==> src/include/host_fifo_pkg.sv <==
package host_fifo_pkg;
  localparam logic [7:0] INTERRUPT_MODE_CONTROL_OFS = 8'h90;
  localparam logic [7:0] IRQ_VECTOR_WRITE_PORT_OFS  = 8'h98;
  localparam logic [7:0] IRQ_VECTOR_READ_PORT_OFS   = 8'h9C;
  localparam logic [7:0] FIFO_FLUSH_CONTROL_OFS     = 8'h80;
  localparam logic [7:0] FIFO_DATA_READ_OFS         = 8'h02;
  localparam logic [7:0] FIFO_COUNTER_STATUS_OFS    = 8'h82;
  localparam logic [7:0] FIFO_LEVEL_DMA_CONTROL_OFS = 8'h84;
  localparam logic [7:0] FIFO_WRITE_DATA_OFS        = 8'h00;
  localparam int          AUTO_CLEAR_BIT    = 15;
  localparam int          VECTORED_BIT      = 14;
  localparam int          STATUS_N_BIT      = 7;
  localparam int          FLUSH_BIT         = 0;
  localparam int          ALLOW_BIT         = 0;
  localparam int          ENABLES_LSB       = 1;
  localparam int          FLAGS_LSB         = 5;
  localparam int          FILL_LSB          = 8;
  localparam int          WPTR_LSB          = 4;
  localparam int          PRIO_LSB          = 8;
  localparam logic [7:0]  VECTOR_RESET      = 8'h0F;
  localparam logic [2:0]  PRIO_RESET        = 3'h0;
  localparam logic [4:0]  FIFO_DEPTH        = 5'h10;
endpackage

==> src/core/host_fifo_dma_and_irq_ctrl.sv <==
`timescale 1ns/100ps
`default_nettype none
module host_fifo_dma_and_irq_ctrl #(
  parameter int DATA_W = 16
) (
  input  wire logic              clk_sys_i,
  input  wire logic              rstn_i,
  input  wire logic [7:0]        reg_addr_i,
  input  wire logic              reg_wr_i,
  input  wire logic              reg_rd_i,
  input  wire logic [15:0]       reg_wdata_i,
  output logic      [15:0]       reg_rdata_o,
  input  wire logic              transfer_ack_i,
  input  wire logic              transfer_done_n_i,
  input  wire logic              drain_i,
  output logic      [DATA_W-1:0] drain_data_o,
  output logic                   drain_valid_o,
  input  wire logic              irq_ack_n_i,
  input  wire logic [3:1]        host_addr_i,
  output logic      [7:0]        vector_data_o,
  output logic                   vector_oe_n_o,
  output logic                   irq_n_o,
  output logic                   irq_oe_n_o,
  output logic                   fifo_level_pin_o,
  output logic                   transfer_request_n_o
);
  typedef struct packed {
    logic [1:0] done_sync;
    logic [1:0] ack_sync;
    logic       ack_prev;
    logic       dma_on;
    logic       allow_bit;
    logic [3:0] quarter_flag_enables;
    logic       fifo_flush;
    logic       auto_irq_clear;
    logic       vectored_irq_on;
    logic       status_n;
    logic [2:0] priority_code;
    logic [7:0] irq_vector_value;
    logic [4:0] fill_level_count;
    logic [3:0] fifo_write_pointer;
    logic [3:0] fifo_read_pointer;
    logic [15:0] rdata;
    logic [DATA_W-1:0] drain_data;
    logic       drain_valid;
    logic [7:0] vector_data;
    logic       vector_drive;
    logic       level_pin;
  } state_t;

  state_t            st;
  state_t            next_st;
  logic [DATA_W-1:0] mem [16];
  logic              wr_word;
  logic              rd_word;
  logic              full;
  logic [4:0]        empties;
  logic [3:0]        quarter_empty_flags;
  logic              ack_n_eff;
  logic              done_n_eff;

  always_comb begin
    full    = (st.fill_level_count == host_fifo_pkg::FIFO_DEPTH);
    empties = host_fifo_pkg::FIFO_DEPTH - st.fill_level_count;
    // Bit 3 is the first quarter flag, bit 0 the last.
    quarter_empty_flags = {empties >= 5'h04, empties >= 5'h08, empties >= 5'h0C, empties >= 5'h10};
    done_n_eff = st.done_sync[1];
    ack_n_eff  = st.vectored_irq_on ? st.ack_sync[1] : 1'b1;
    // The DMA write path is qualified by the request so a stray ack cannot overflow.
    wr_word = ((reg_wr_i && reg_addr_i == host_fifo_pkg::FIFO_WRITE_DATA_OFS) ||
               (transfer_ack_i && st.dma_on)) && !full && !st.fifo_flush;
    rd_word = drain_i && (st.fill_level_count != 5'h00) && !st.fifo_flush;
  end

  always_comb begin
    next_st = st;
    next_st.done_sync   = {st.done_sync[0], transfer_done_n_i};
    next_st.ack_sync    = {st.ack_sync[0], irq_ack_n_i};
    next_st.ack_prev    = ack_n_eff;
    next_st.drain_valid = 1'b0;
    if (wr_word) begin
      next_st.fifo_write_pointer = st.fifo_write_pointer + 4'h1;
    end
    if (rd_word) begin
      next_st.fifo_read_pointer = st.fifo_read_pointer + 4'h1;
      next_st.drain_data        = mem[st.fifo_read_pointer];
      next_st.drain_valid       = 1'b1;
    end
    if (wr_word && !rd_word) begin
      next_st.fill_level_count = st.fill_level_count + 5'h01;
    end else if (rd_word && !wr_word) begin
      next_st.fill_level_count = st.fill_level_count - 5'h01;
    end
    if (!done_n_eff && !full) begin
      next_st.allow_bit = 1'b0;
      next_st.dma_on    = 1'b0;
    end
    // Ack rising edge closes the acknowledge cycle; with vectored mode and auto-clear on, the status bit is released then.
    if (st.vectored_irq_on && st.auto_irq_clear && !st.ack_prev && ack_n_eff) begin
      next_st.status_n = 1'b1;
    end
    next_st.vector_drive = !ack_n_eff && (host_addr_i == st.priority_code);
    next_st.vector_data  = st.irq_vector_value;
    if (reg_wr_i) begin
      if (reg_addr_i == host_fifo_pkg::INTERRUPT_MODE_CONTROL_OFS) begin
        next_st.auto_irq_clear  = reg_wdata_i[host_fifo_pkg::AUTO_CLEAR_BIT];
        next_st.vectored_irq_on = reg_wdata_i[host_fifo_pkg::VECTORED_BIT];
        next_st.status_n        = reg_wdata_i[host_fifo_pkg::STATUS_N_BIT];
      end else if (reg_addr_i == host_fifo_pkg::IRQ_VECTOR_WRITE_PORT_OFS) begin
        next_st.priority_code    = reg_wdata_i[host_fifo_pkg::PRIO_LSB +: 3];
        next_st.irq_vector_value = reg_wdata_i[7:0];
      end else if (reg_addr_i == host_fifo_pkg::FIFO_FLUSH_CONTROL_OFS) begin
        next_st.fifo_flush = reg_wdata_i[host_fifo_pkg::FLUSH_BIT];
      end else if (reg_addr_i == host_fifo_pkg::FIFO_LEVEL_DMA_CONTROL_OFS) begin
        next_st.quarter_flag_enables = reg_wdata_i[host_fifo_pkg::ENABLES_LSB +: 4];
        next_st.allow_bit            = reg_wdata_i[host_fifo_pkg::ALLOW_BIT];
        if (!reg_wdata_i[host_fifo_pkg::ALLOW_BIT]) begin
          next_st.dma_on = 1'b0;
        end else if (!full) begin
          next_st.dma_on = 1'b1;
        end
      end
    end
    if (st.fifo_flush) begin
      next_st.fill_level_count   = 5'h00;
      next_st.fifo_write_pointer = 4'h0;
      next_st.fifo_read_pointer  = 4'h0;
    end
    next_st.level_pin = 1'b0;
    if (st.quarter_flag_enables[3]) begin
      next_st.level_pin = quarter_empty_flags[3];
    end else if (st.quarter_flag_enables[2]) begin
      next_st.level_pin = quarter_empty_flags[2];
    end else if (st.quarter_flag_enables[1]) begin
      next_st.level_pin = quarter_empty_flags[1];
    end else if (st.quarter_flag_enables[0]) begin
      next_st.level_pin = quarter_empty_flags[0];
    end
    next_st.rdata = 16'h0000;
    if (reg_rd_i) begin
      if (reg_addr_i == host_fifo_pkg::INTERRUPT_MODE_CONTROL_OFS) begin
        next_st.rdata = {st.auto_irq_clear, st.vectored_irq_on, 6'h00, st.status_n, 7'h00};
      end else if (reg_addr_i == host_fifo_pkg::IRQ_VECTOR_READ_PORT_OFS) begin
        next_st.rdata = {5'h00, st.priority_code, st.irq_vector_value};
      end else if (reg_addr_i == host_fifo_pkg::FIFO_FLUSH_CONTROL_OFS) begin
        next_st.rdata = {15'h0000, st.fifo_flush};
      end else if (reg_addr_i == host_fifo_pkg::FIFO_DATA_READ_OFS) begin
        next_st.rdata = 16'(mem[st.fifo_read_pointer]);
      end else if (reg_addr_i == host_fifo_pkg::FIFO_COUNTER_STATUS_OFS) begin
        next_st.rdata = {3'h0, st.fill_level_count, st.fifo_write_pointer, st.fifo_read_pointer};
      end else if (reg_addr_i == host_fifo_pkg::FIFO_LEVEL_DMA_CONTROL_OFS) begin
        next_st.rdata = {7'h00, quarter_empty_flags, st.quarter_flag_enables, st.allow_bit};
      end
    end
  end

  always_ff @(posedge clk_sys_i or negedge rstn_i) begin
    if (!rstn_i) begin
      st                  <= '0;
      st.done_sync        <= 2'h3;
      st.ack_sync         <= 2'h3;
      st.ack_prev         <= 1'b1;
      st.status_n         <= 1'b1;
      st.priority_code    <= host_fifo_pkg::PRIO_RESET;
      st.irq_vector_value <= host_fifo_pkg::VECTOR_RESET;
    end else begin
      st <= next_st;
    end
  end

  // Storage has no reset; flushing only discards it logically via the pointers.
  always_ff @(posedge clk_sys_i) begin
    if (wr_word) begin
      mem[st.fifo_write_pointer] <= DATA_W'(reg_wdata_i);
    end
  end

  assign reg_rdata_o          = st.rdata;
  assign drain_data_o         = st.drain_data;
  assign drain_valid_o        = st.drain_valid;
  assign vector_data_o        = st.vector_data;
  assign vector_oe_n_o        = !st.vector_drive;
  assign irq_n_o              = 1'b0;
  assign irq_oe_n_o           = st.status_n;
  assign fifo_level_pin_o     = st.level_pin;
  assign transfer_request_n_o = !(st.dma_on && !full);
endmodule
`default_nettype wire

==> config.mk <==
export PLATFORM = sky130hd
export DESIGN_NAME = host_fifo_dma_and_irq_ctrl
export DESIGN_NICKNAME = d
export VERILOG_FILES = /design/src/include/host_fifo_pkg.sv /design/src/core/host_fifo_dma_and_irq_ctrl.sv
export SDC_FILE = /design/constraint.sdc
export NUM_CORES = 1
export LEC_CHECK = 0
export ABC_CLOCK_PERIOD_IN_PS = 3500
export BUFFER_PORTS_ARGS = -buffer_cell sky130_fd_sc_hd__buf_2
export CAP_MARGIN = 40
export CELL_PAD_IN_SITES_DETAIL_PLACEMENT = 0
export CELL_PAD_IN_SITES_GLOBAL_PLACEMENT = 1
export CORE_MARGIN = 4
export CORE_UTILIZATION = 45
export CTS_BUF_LIST = sky130_fd_sc_hd__clkbuf_8
export CTS_CLUSTER_SIZE = 40
export DETAILED_ROUTE_END_ITERATION = 8
export PLACE_DENSITY = 0.73
export SYNTH_ARGS = -nofsm -noshare
export SYNTH_HDL_FRONTEND = slang
export SYNTH_SLANG_ARGS = --single-unit
==> constraint.sdc <==
create_clock -name clk_sys_i -period 3.5 [get_ports clk_sys_i]
set_input_delay 0.7 -clock clk_sys_i [delete_from_list [all_inputs] [get_ports clk_sys_i]]
set_output_delay 0.7 -clock clk_sys_i [all_outputs]
set_load 0.02 [all_outputs]
==> results of run 1 <==
stage by stage:
stage	hold slack (ns)	instance area [um^2]
global route	0.125	16100
detailed placement	0.347	14900
CTS	0.0969	16100
global placement	0.347	14900
finish	0.113	16100
floorplan	0.345	14000
worst min path at each step:
| stage | start | to | slack [ns] | cells after the start |
|---|---|---|---|---|
| after floorplan | next_st[81] | done_n_eff | 0.35 | 0 |
| after global placement | next_st[81] | done_n_eff | 0.35 | 0 |
| after detailed placement | next_st[81] | done_n_eff | 0.35 | 0 |
| after CTS | rstn_i | drain_data_o[10] | 0.1 | 1 |
| after global routing | rstn_i | st[54] | 0.13 | 1 |
| final | rstn_i | st[54] | 0.11 | 1 |
kinds of logic after synthesis:
logic type	share of synthesized area (%)
simple gates	6.18
mux	12.8
compound gates	5.35
buf+inv	4.08
other cells	0.0267
flops	69.6
fa+ha+maj	1.21
xor+xnor	0.750
registers in the layout (all words and copies together), names as in the netlist:
register          flops
reg_rdata_o          16
drain_data_o         16
done_n_eff            1
fifo_level_pin_o      1
next_st              10
st                   28
drain_valid_o         1
vector_data_o         8
irq_oe_n_o            1
mem                 256
synth_stat cells (5+ instances only):
master    instances  share of area (%)
and2_1            9               0.40
mux2_2           25                2.0
a21oi_1          23               0.82
edfxtp_1        256                 55
ha_1             12                1.1
clkbuf_1         15               0.40
dfrtp_1          72                 13
nor4_1            5               0.22
a22oi_1          11               0.59
mux4_2           54                8.7
nor2_1           22               0.59
a22o_1           10               0.62
buf_4            43                2.3
mux4_1           10                1.9
nand2_1          57                1.5
dfstp_2          10                1.9
inv_1            12               0.32
a41oi_1           5               0.31
nor3_1           22               0.79
xor2_1            8               0.50
nand4_1           5               0.22
nand2b_1          6               0.27
buf_2            11               0.39
nand3_1          16               0.57
o21ai_0          35                1.2
power breakdown:
group / internal [mW] / switching (mW) / leakage (nW)
Clock: 1.87 / 1.50 / 0.625
Combinational: 1.29 / 1.53 / 2.00
Sequential: 4.50 / 0.281 / 3.35
Total: 7.66 / 3.31 / 5.97
layout by cell type, fill, tap and decap left out, types with 9 or more instances in the layout:
cell        n
a21oi_1    23
a22o_1     10
a22oi_1    11
and2_1      9
buf_2      78
buf_4      60
clkbuf_8   63
clkinv_1   12
dfrtp_1    70
dfstp_2    10
edfxtp_1  256
ha_1       12
inv_1      26
mux2_2     25
mux4_1     10
mux4_2     54
nand2_1    57
nand3_1    16
nor2_1     22
nor3_1     14
o21ai_0    35
area by class of cell:
class,count,area share (%)
multi-input cells,399,23.3
inverters,13,0.304
repair buffers,141,5.61
well taps,396,3.09
flip-flops and latches,338,60.8
clock inverters,38,1.51
clock buffers,63,5.40
layer usage:
layer  part of all wire, %  vias up  track usage [%]
met1                    44     3988             28.6
met3                   6.3       58             3.57
met4                   2.6        0             5.92
met5                     0        -                0
li1                      -     3462                -
met2                    47      262             31.7
==> impl_metrics.csv, run 1 <==
group,metric,value,unit
outcome,status,"finished clean",
setup_path,critPathMaxFanout,6,
timing,finalCritPeriodShare,89.5,%
route,viasPerCell,5.60,
place,dp_cells,1287,
route,first_pass_iters,5,
route,drt-initial-drc-count,643,
setup_path,r2r-end,"st[55]",
power_and_ir_drop,peakVddDrop,266,uV
die,dieWidth,185,um
clock_network,cts_root_buf,"clkbuf_8",
timing,slew_violations,0,
timing,skew,0.0189,ns
timing,final_hold_viol_count,0,
final_layout,nets,996,
setup_path,critPathKind,"flop to flop",
setup_path,r2r_slack,0.37,ns
route,postRouteAntennaNets,0,
place,post-place-ws,0.0563,ns
setup_path,arrival,3.63,ns
final_layout,area_growth,14.5,%
setup_path,cp.depth,15,
die,initial_core_util,45.7,%
setup_path,crit_path_start,"st[52]",
global_route,grt_pass1_vias,7914,
setup_path,endpoint_kind,"flop",
final_layout,fin_util,52.4,%
timing,worst_pin_slew,0.763,ns
setup_path,path_common_cell,"ha_1",
clock_network,cts_setup_buffers,0,
setup_path,cp.required,4.00,ns
setup_path,crit_slowest_cell,"or3_1",
die,die_y,185,um
power_and_ir_drop,power,11.0,mW
global_route,overflow,0,
route,drt_wl_total,33400,um
timing,fmax,319,MHz
setup_path,path_delay_family,"simple AND/OR/NAND/NOR gates",
timing,setup_slack,0.366,ns
synth,async_flop_share,24.3,%
clock_network,ctsHoldBuffers,0,
clock_network,cts.path.max_buffers,3,
timing,finalSetupViolCount,0,
final_layout,nFillCells,2501,
synth,ys_types,66,
die,dieArea,34000,um^2
synth,syn_avg_cell_area,16.9,um^2
synth,synth_seq_cells,338,
worst_hold_path,worstHoldPathType,"input port to async pin",
setup_path,crit_end,"st[55]",
timing,slew_headroom,49.0,%
clock_network,clk-insertion-delay-late,0.58,ns
setup_path,slowest_delay,0.35,ns
setup_path,worstReg2RegStart,"st[52]",
synth,synthFlopType,"edfxtp_1",
route,via_count,7770,
global_route,grt_max_degree,42,
power_and_ir_drop,power.density,683,nW/um^2
die,boundaryPins,81,
global_route,grt.total_usage,20.0,%
clock_network,cts_tree,"done",
final_layout,drive_gt1_share,33.4,%
synth,syn_inst,828,
synth,seq_area_frac_synth,69.6,%
synth,yosysWarningCount,0,
clock_network,cts_max_level,2,
synth,synthesis.nets,876,
clock_network,cts_sinks,338,
clock_network,cts_inserted_buffers,55,
synth,synth_edf_count,256,
place,dp.final_hpwl,21800,um
timing,rsz0062_at_grt,"no",
setup_path,worstPathCellList,"inv_1 -> ha_1 -> nand2b_1 -> nor2_1 -> ha_1 -> inv_1 -> nand2_1 -> or3_1 -> buf_4 -> ha_1 -> a21o_1 -> a21o_1 -> a211o_1 -> and3_1 -> nor3_1",
global_route,grt_pass1_wl,50500,um
final_layout,final_cells,1388,
final_layout,regArea,9760,um^2
synth,syn_area,14000,um^2
route,wl_per_cell,24.0,um
setup_path,cp_num_buf_inv,3,
final_layout,antennaDiodeCount,0,
die,design.core.area,30700,um^2
route,drc,0,
clock_network,clk_pin_slew,0.06,ns
clock_network,cts_resized,0,
flow_run,drv_cap,0,
timing,period_minus_slack,3.13,ns
die,num_rows,64,
setup_path,ff2ff_path_depth,15,
timing,setup_tns,0,ns
global_route,antenna_found_initial,0,
place,portBuffers,79,
power_and_ir_drop,leakage,5.97,nW
place,gp_congestion,0.836,
final_layout,multi_input_area,3740,um^2
setup_path,critPathLaunchType,"flop",
(Power assumes the default switching activity.)
==> inputs of run 2 (changes only) <==
- PLACE_DENSITY: 0.73 -> 0.75
==> impl_metrics.csv, run 2 (synthesized netlist as in run 1, its figures left out) <==
group,metric,value,unit
clock_network,ctsHoldBuffers,0,
setup_path,path_delay_family,"simple AND/OR/NAND/NOR gates",
global_route,overflow,0,
global_route,grt_pass1_vias,7862,
route,wl_per_cell,24.0,um
setup_path,slowest_delay,0.36,ns
timing,fin_hold_ws,0.0778,ns
timing,setup_tns,0,ns
clock_network,cts_setup_buffers,0,
timing,final_hold_viol_count,0,
setup_path,critPathMaxFanout,6,
route,viasPerCell,5.57,
final_layout,layout_common_cells,"256 x edfxtp_1, 78 x buf_2, 70 x dfrtp_1",
route,via_count,7733,
timing,finalCritPeriodShare,90.8,%
clock_network,cts.path.max_buffers,3,
place,dp.final_hpwl,21500,um
power_and_ir_drop,power.density,695,nW/um^2
outcome,status,"finished clean",
place,post-place-ws,0.0368,ns
setup_path,cp.required,4.00,ns
place,portBuffers,79,
place,gp_congestion,0.840,
final_layout,fin_util,52.6,%
final_layout,nets,994,
setup_path,arrival,3.68,ns
global_route,grt_max_degree,49,
clock_network,clk-insertion-delay-late,0.59,ns
power_and_ir_drop,peakVddDrop,343,uV
final_layout,regMostFlops,"mem",
die,die_y,185,um
worst_hold_path,worstHoldPathType,"input port to async pin",
route,drt_wl_total,33300,um
timing,worst_pin_slew,0.756,ns
final_layout,final_cells,1388,
setup_path,path_common_cell,"ha_1",
die,dieArea,34000,um^2
final_layout,largest_register_ff_count,256,
timing,fmax,315,MHz
route,drt-initial-drc-count,679,
setup_path,endpoint_kind,"flop",
timing,setup_slack,0.324,ns
clock_network,cts_root_buf,"clkbuf_8",
setup_path,critPathKind,"flop to flop",
global_route,grt_pass1_wl,50300,um
route,postRouteAntennaNets,0,
clock_network,cts_sinks,338,
clock_network,cts_resized,0,
place,dp_cells,1285,
clock_network,clk_pin_slew,0.06,ns
final_layout,area_growth,15.1,%
timing,slew_violations,0,
setup_path,crit_slowest_cell,"or3_1",
timing,finalSetupViolCount,0,
power_and_ir_drop,leakage,6.05,nW
route,first_pass_iters,5,
timing,skew,0.0338,ns
die,initial_core_util,45.7,%
die,dieWidth,185,um
setup_path,critPathLaunchType,"flop",
final_layout,regArea,9760,um^2
setup_path,r2r_slack,0.32,ns
route,drc,0,
clock_network,cts_inserted_buffers,55,
timing,slew_headroom,49.6,%
die,design.core.area,30700,um^2
timing,period_minus_slack,3.18,ns
setup_path,cp_num_buf_inv,3,
die,boundaryPins,81,
final_layout,nFillCells,2475,
final_layout,final_common_cell,"edfxtp_1",
final_layout,antennaDiodeCount,0,
setup_path,worstPathCellList,"inv_1 -> ha_1 -> nand2b_1 -> nor2_1 -> ha_1 -> inv_1 -> nand2_1 -> or3_1 -> buf_4 -> ha_1 -> a21o_1 -> a21o_1 -> a211o_1 -> and3_1 -> nor3_1",
global_route,grt.total_usage,19.9,%
flow_run,drv_cap,0,
global_route,antenna_found_initial,1,
final_layout,drive_gt1_share,33.0,%
die,num_rows,64,
clock_network,cts_tree,"done",
clock_network,cts_max_level,2,
timing,rsz0062_at_grt,"no",
final_layout,multi_input_area,3740,um^2
final_layout,largest_registers,"mem x256, st x28",
-- run 2: cell types whose count changed in the layout (fill, tap and decap cells not counted) --
cell / delta
inv_1: +11
clkinv_1: -7
clkinv_2: -4
buf_4: -3
bufinv_16: +3
buf_16: +1
clkinvlp_4: -1
-- run 2: area by class of cell --
cell class	instances	share of cell area, %
Inverter	13	0.302
Clock inverter	40	1.98
Tap cell	396	3.07
Clock buffer	63	5.37
Sequential cell	338	60.5
Multi-Input combinational cell	399	23.2
Timing Repair Buffer	139	5.61
-- run 2: power breakdown --
group          switching (mW)  leakage (nW)  internal (mW)  total, mW
registers               0.267          3.35           4.50       4.77
clock network            1.51         0.699           2.09       3.60
logic                    1.54          2.00           1.30       2.85
total                    3.32          6.05           7.89       11.2
-- run 2: worst paths after layout --
check,startpoint,endpoint,depth (start not counted)
worst min register to register,next_st[81],done_n_eff,0
worst min-delay path,rstn_i,st[54],1
min in group clk_sys_i,transfer_done_n_i,next_st[81],1
worst max-delay path,st[52],st[55],15
worst max register to register,st[52],st[55],15
max in group asynchronous,rstn_i,next_st[5],2
-- run 2: worst reg2reg max path, cell delays in order (launching register included) --
cell and delay, ns:
dfrtp_1 0.34, inv_1 0.06, ha_1 0.24, nand2b_1 0.13, nor2_1 0.07, ha_1 0.21, inv_1 0.15, nand2_1 0.09
or3_1 0.36, buf_4 0.17, ha_1 0.29, a21o_1 0.16, a21o_1 0.19, a211o_1 0.28, and3_1 0.18, nor3_1 0.17
-- run 2: per-stage QoR --
step	instance area (um^2)	total power [mW]
floorplan	14000	6.88
global placement	14900	7.67
detailed placement	15000	7.71
CTS	16100	11.3
global route	16100	11.8
finish	16100	11.2
-- run 2: per-layer routing --
layer | vias to the layer above | GRT usage (%) | wire length [um]
met4 | 2 | 5.68 | 824
li1 | 3454 | - | -
met5 | - | 0 | 13
met1 | 3951 | 28.5 | 14500
met3 | 58 | 3.69 | 2040
met2 | 268 | 31.5 | 15900
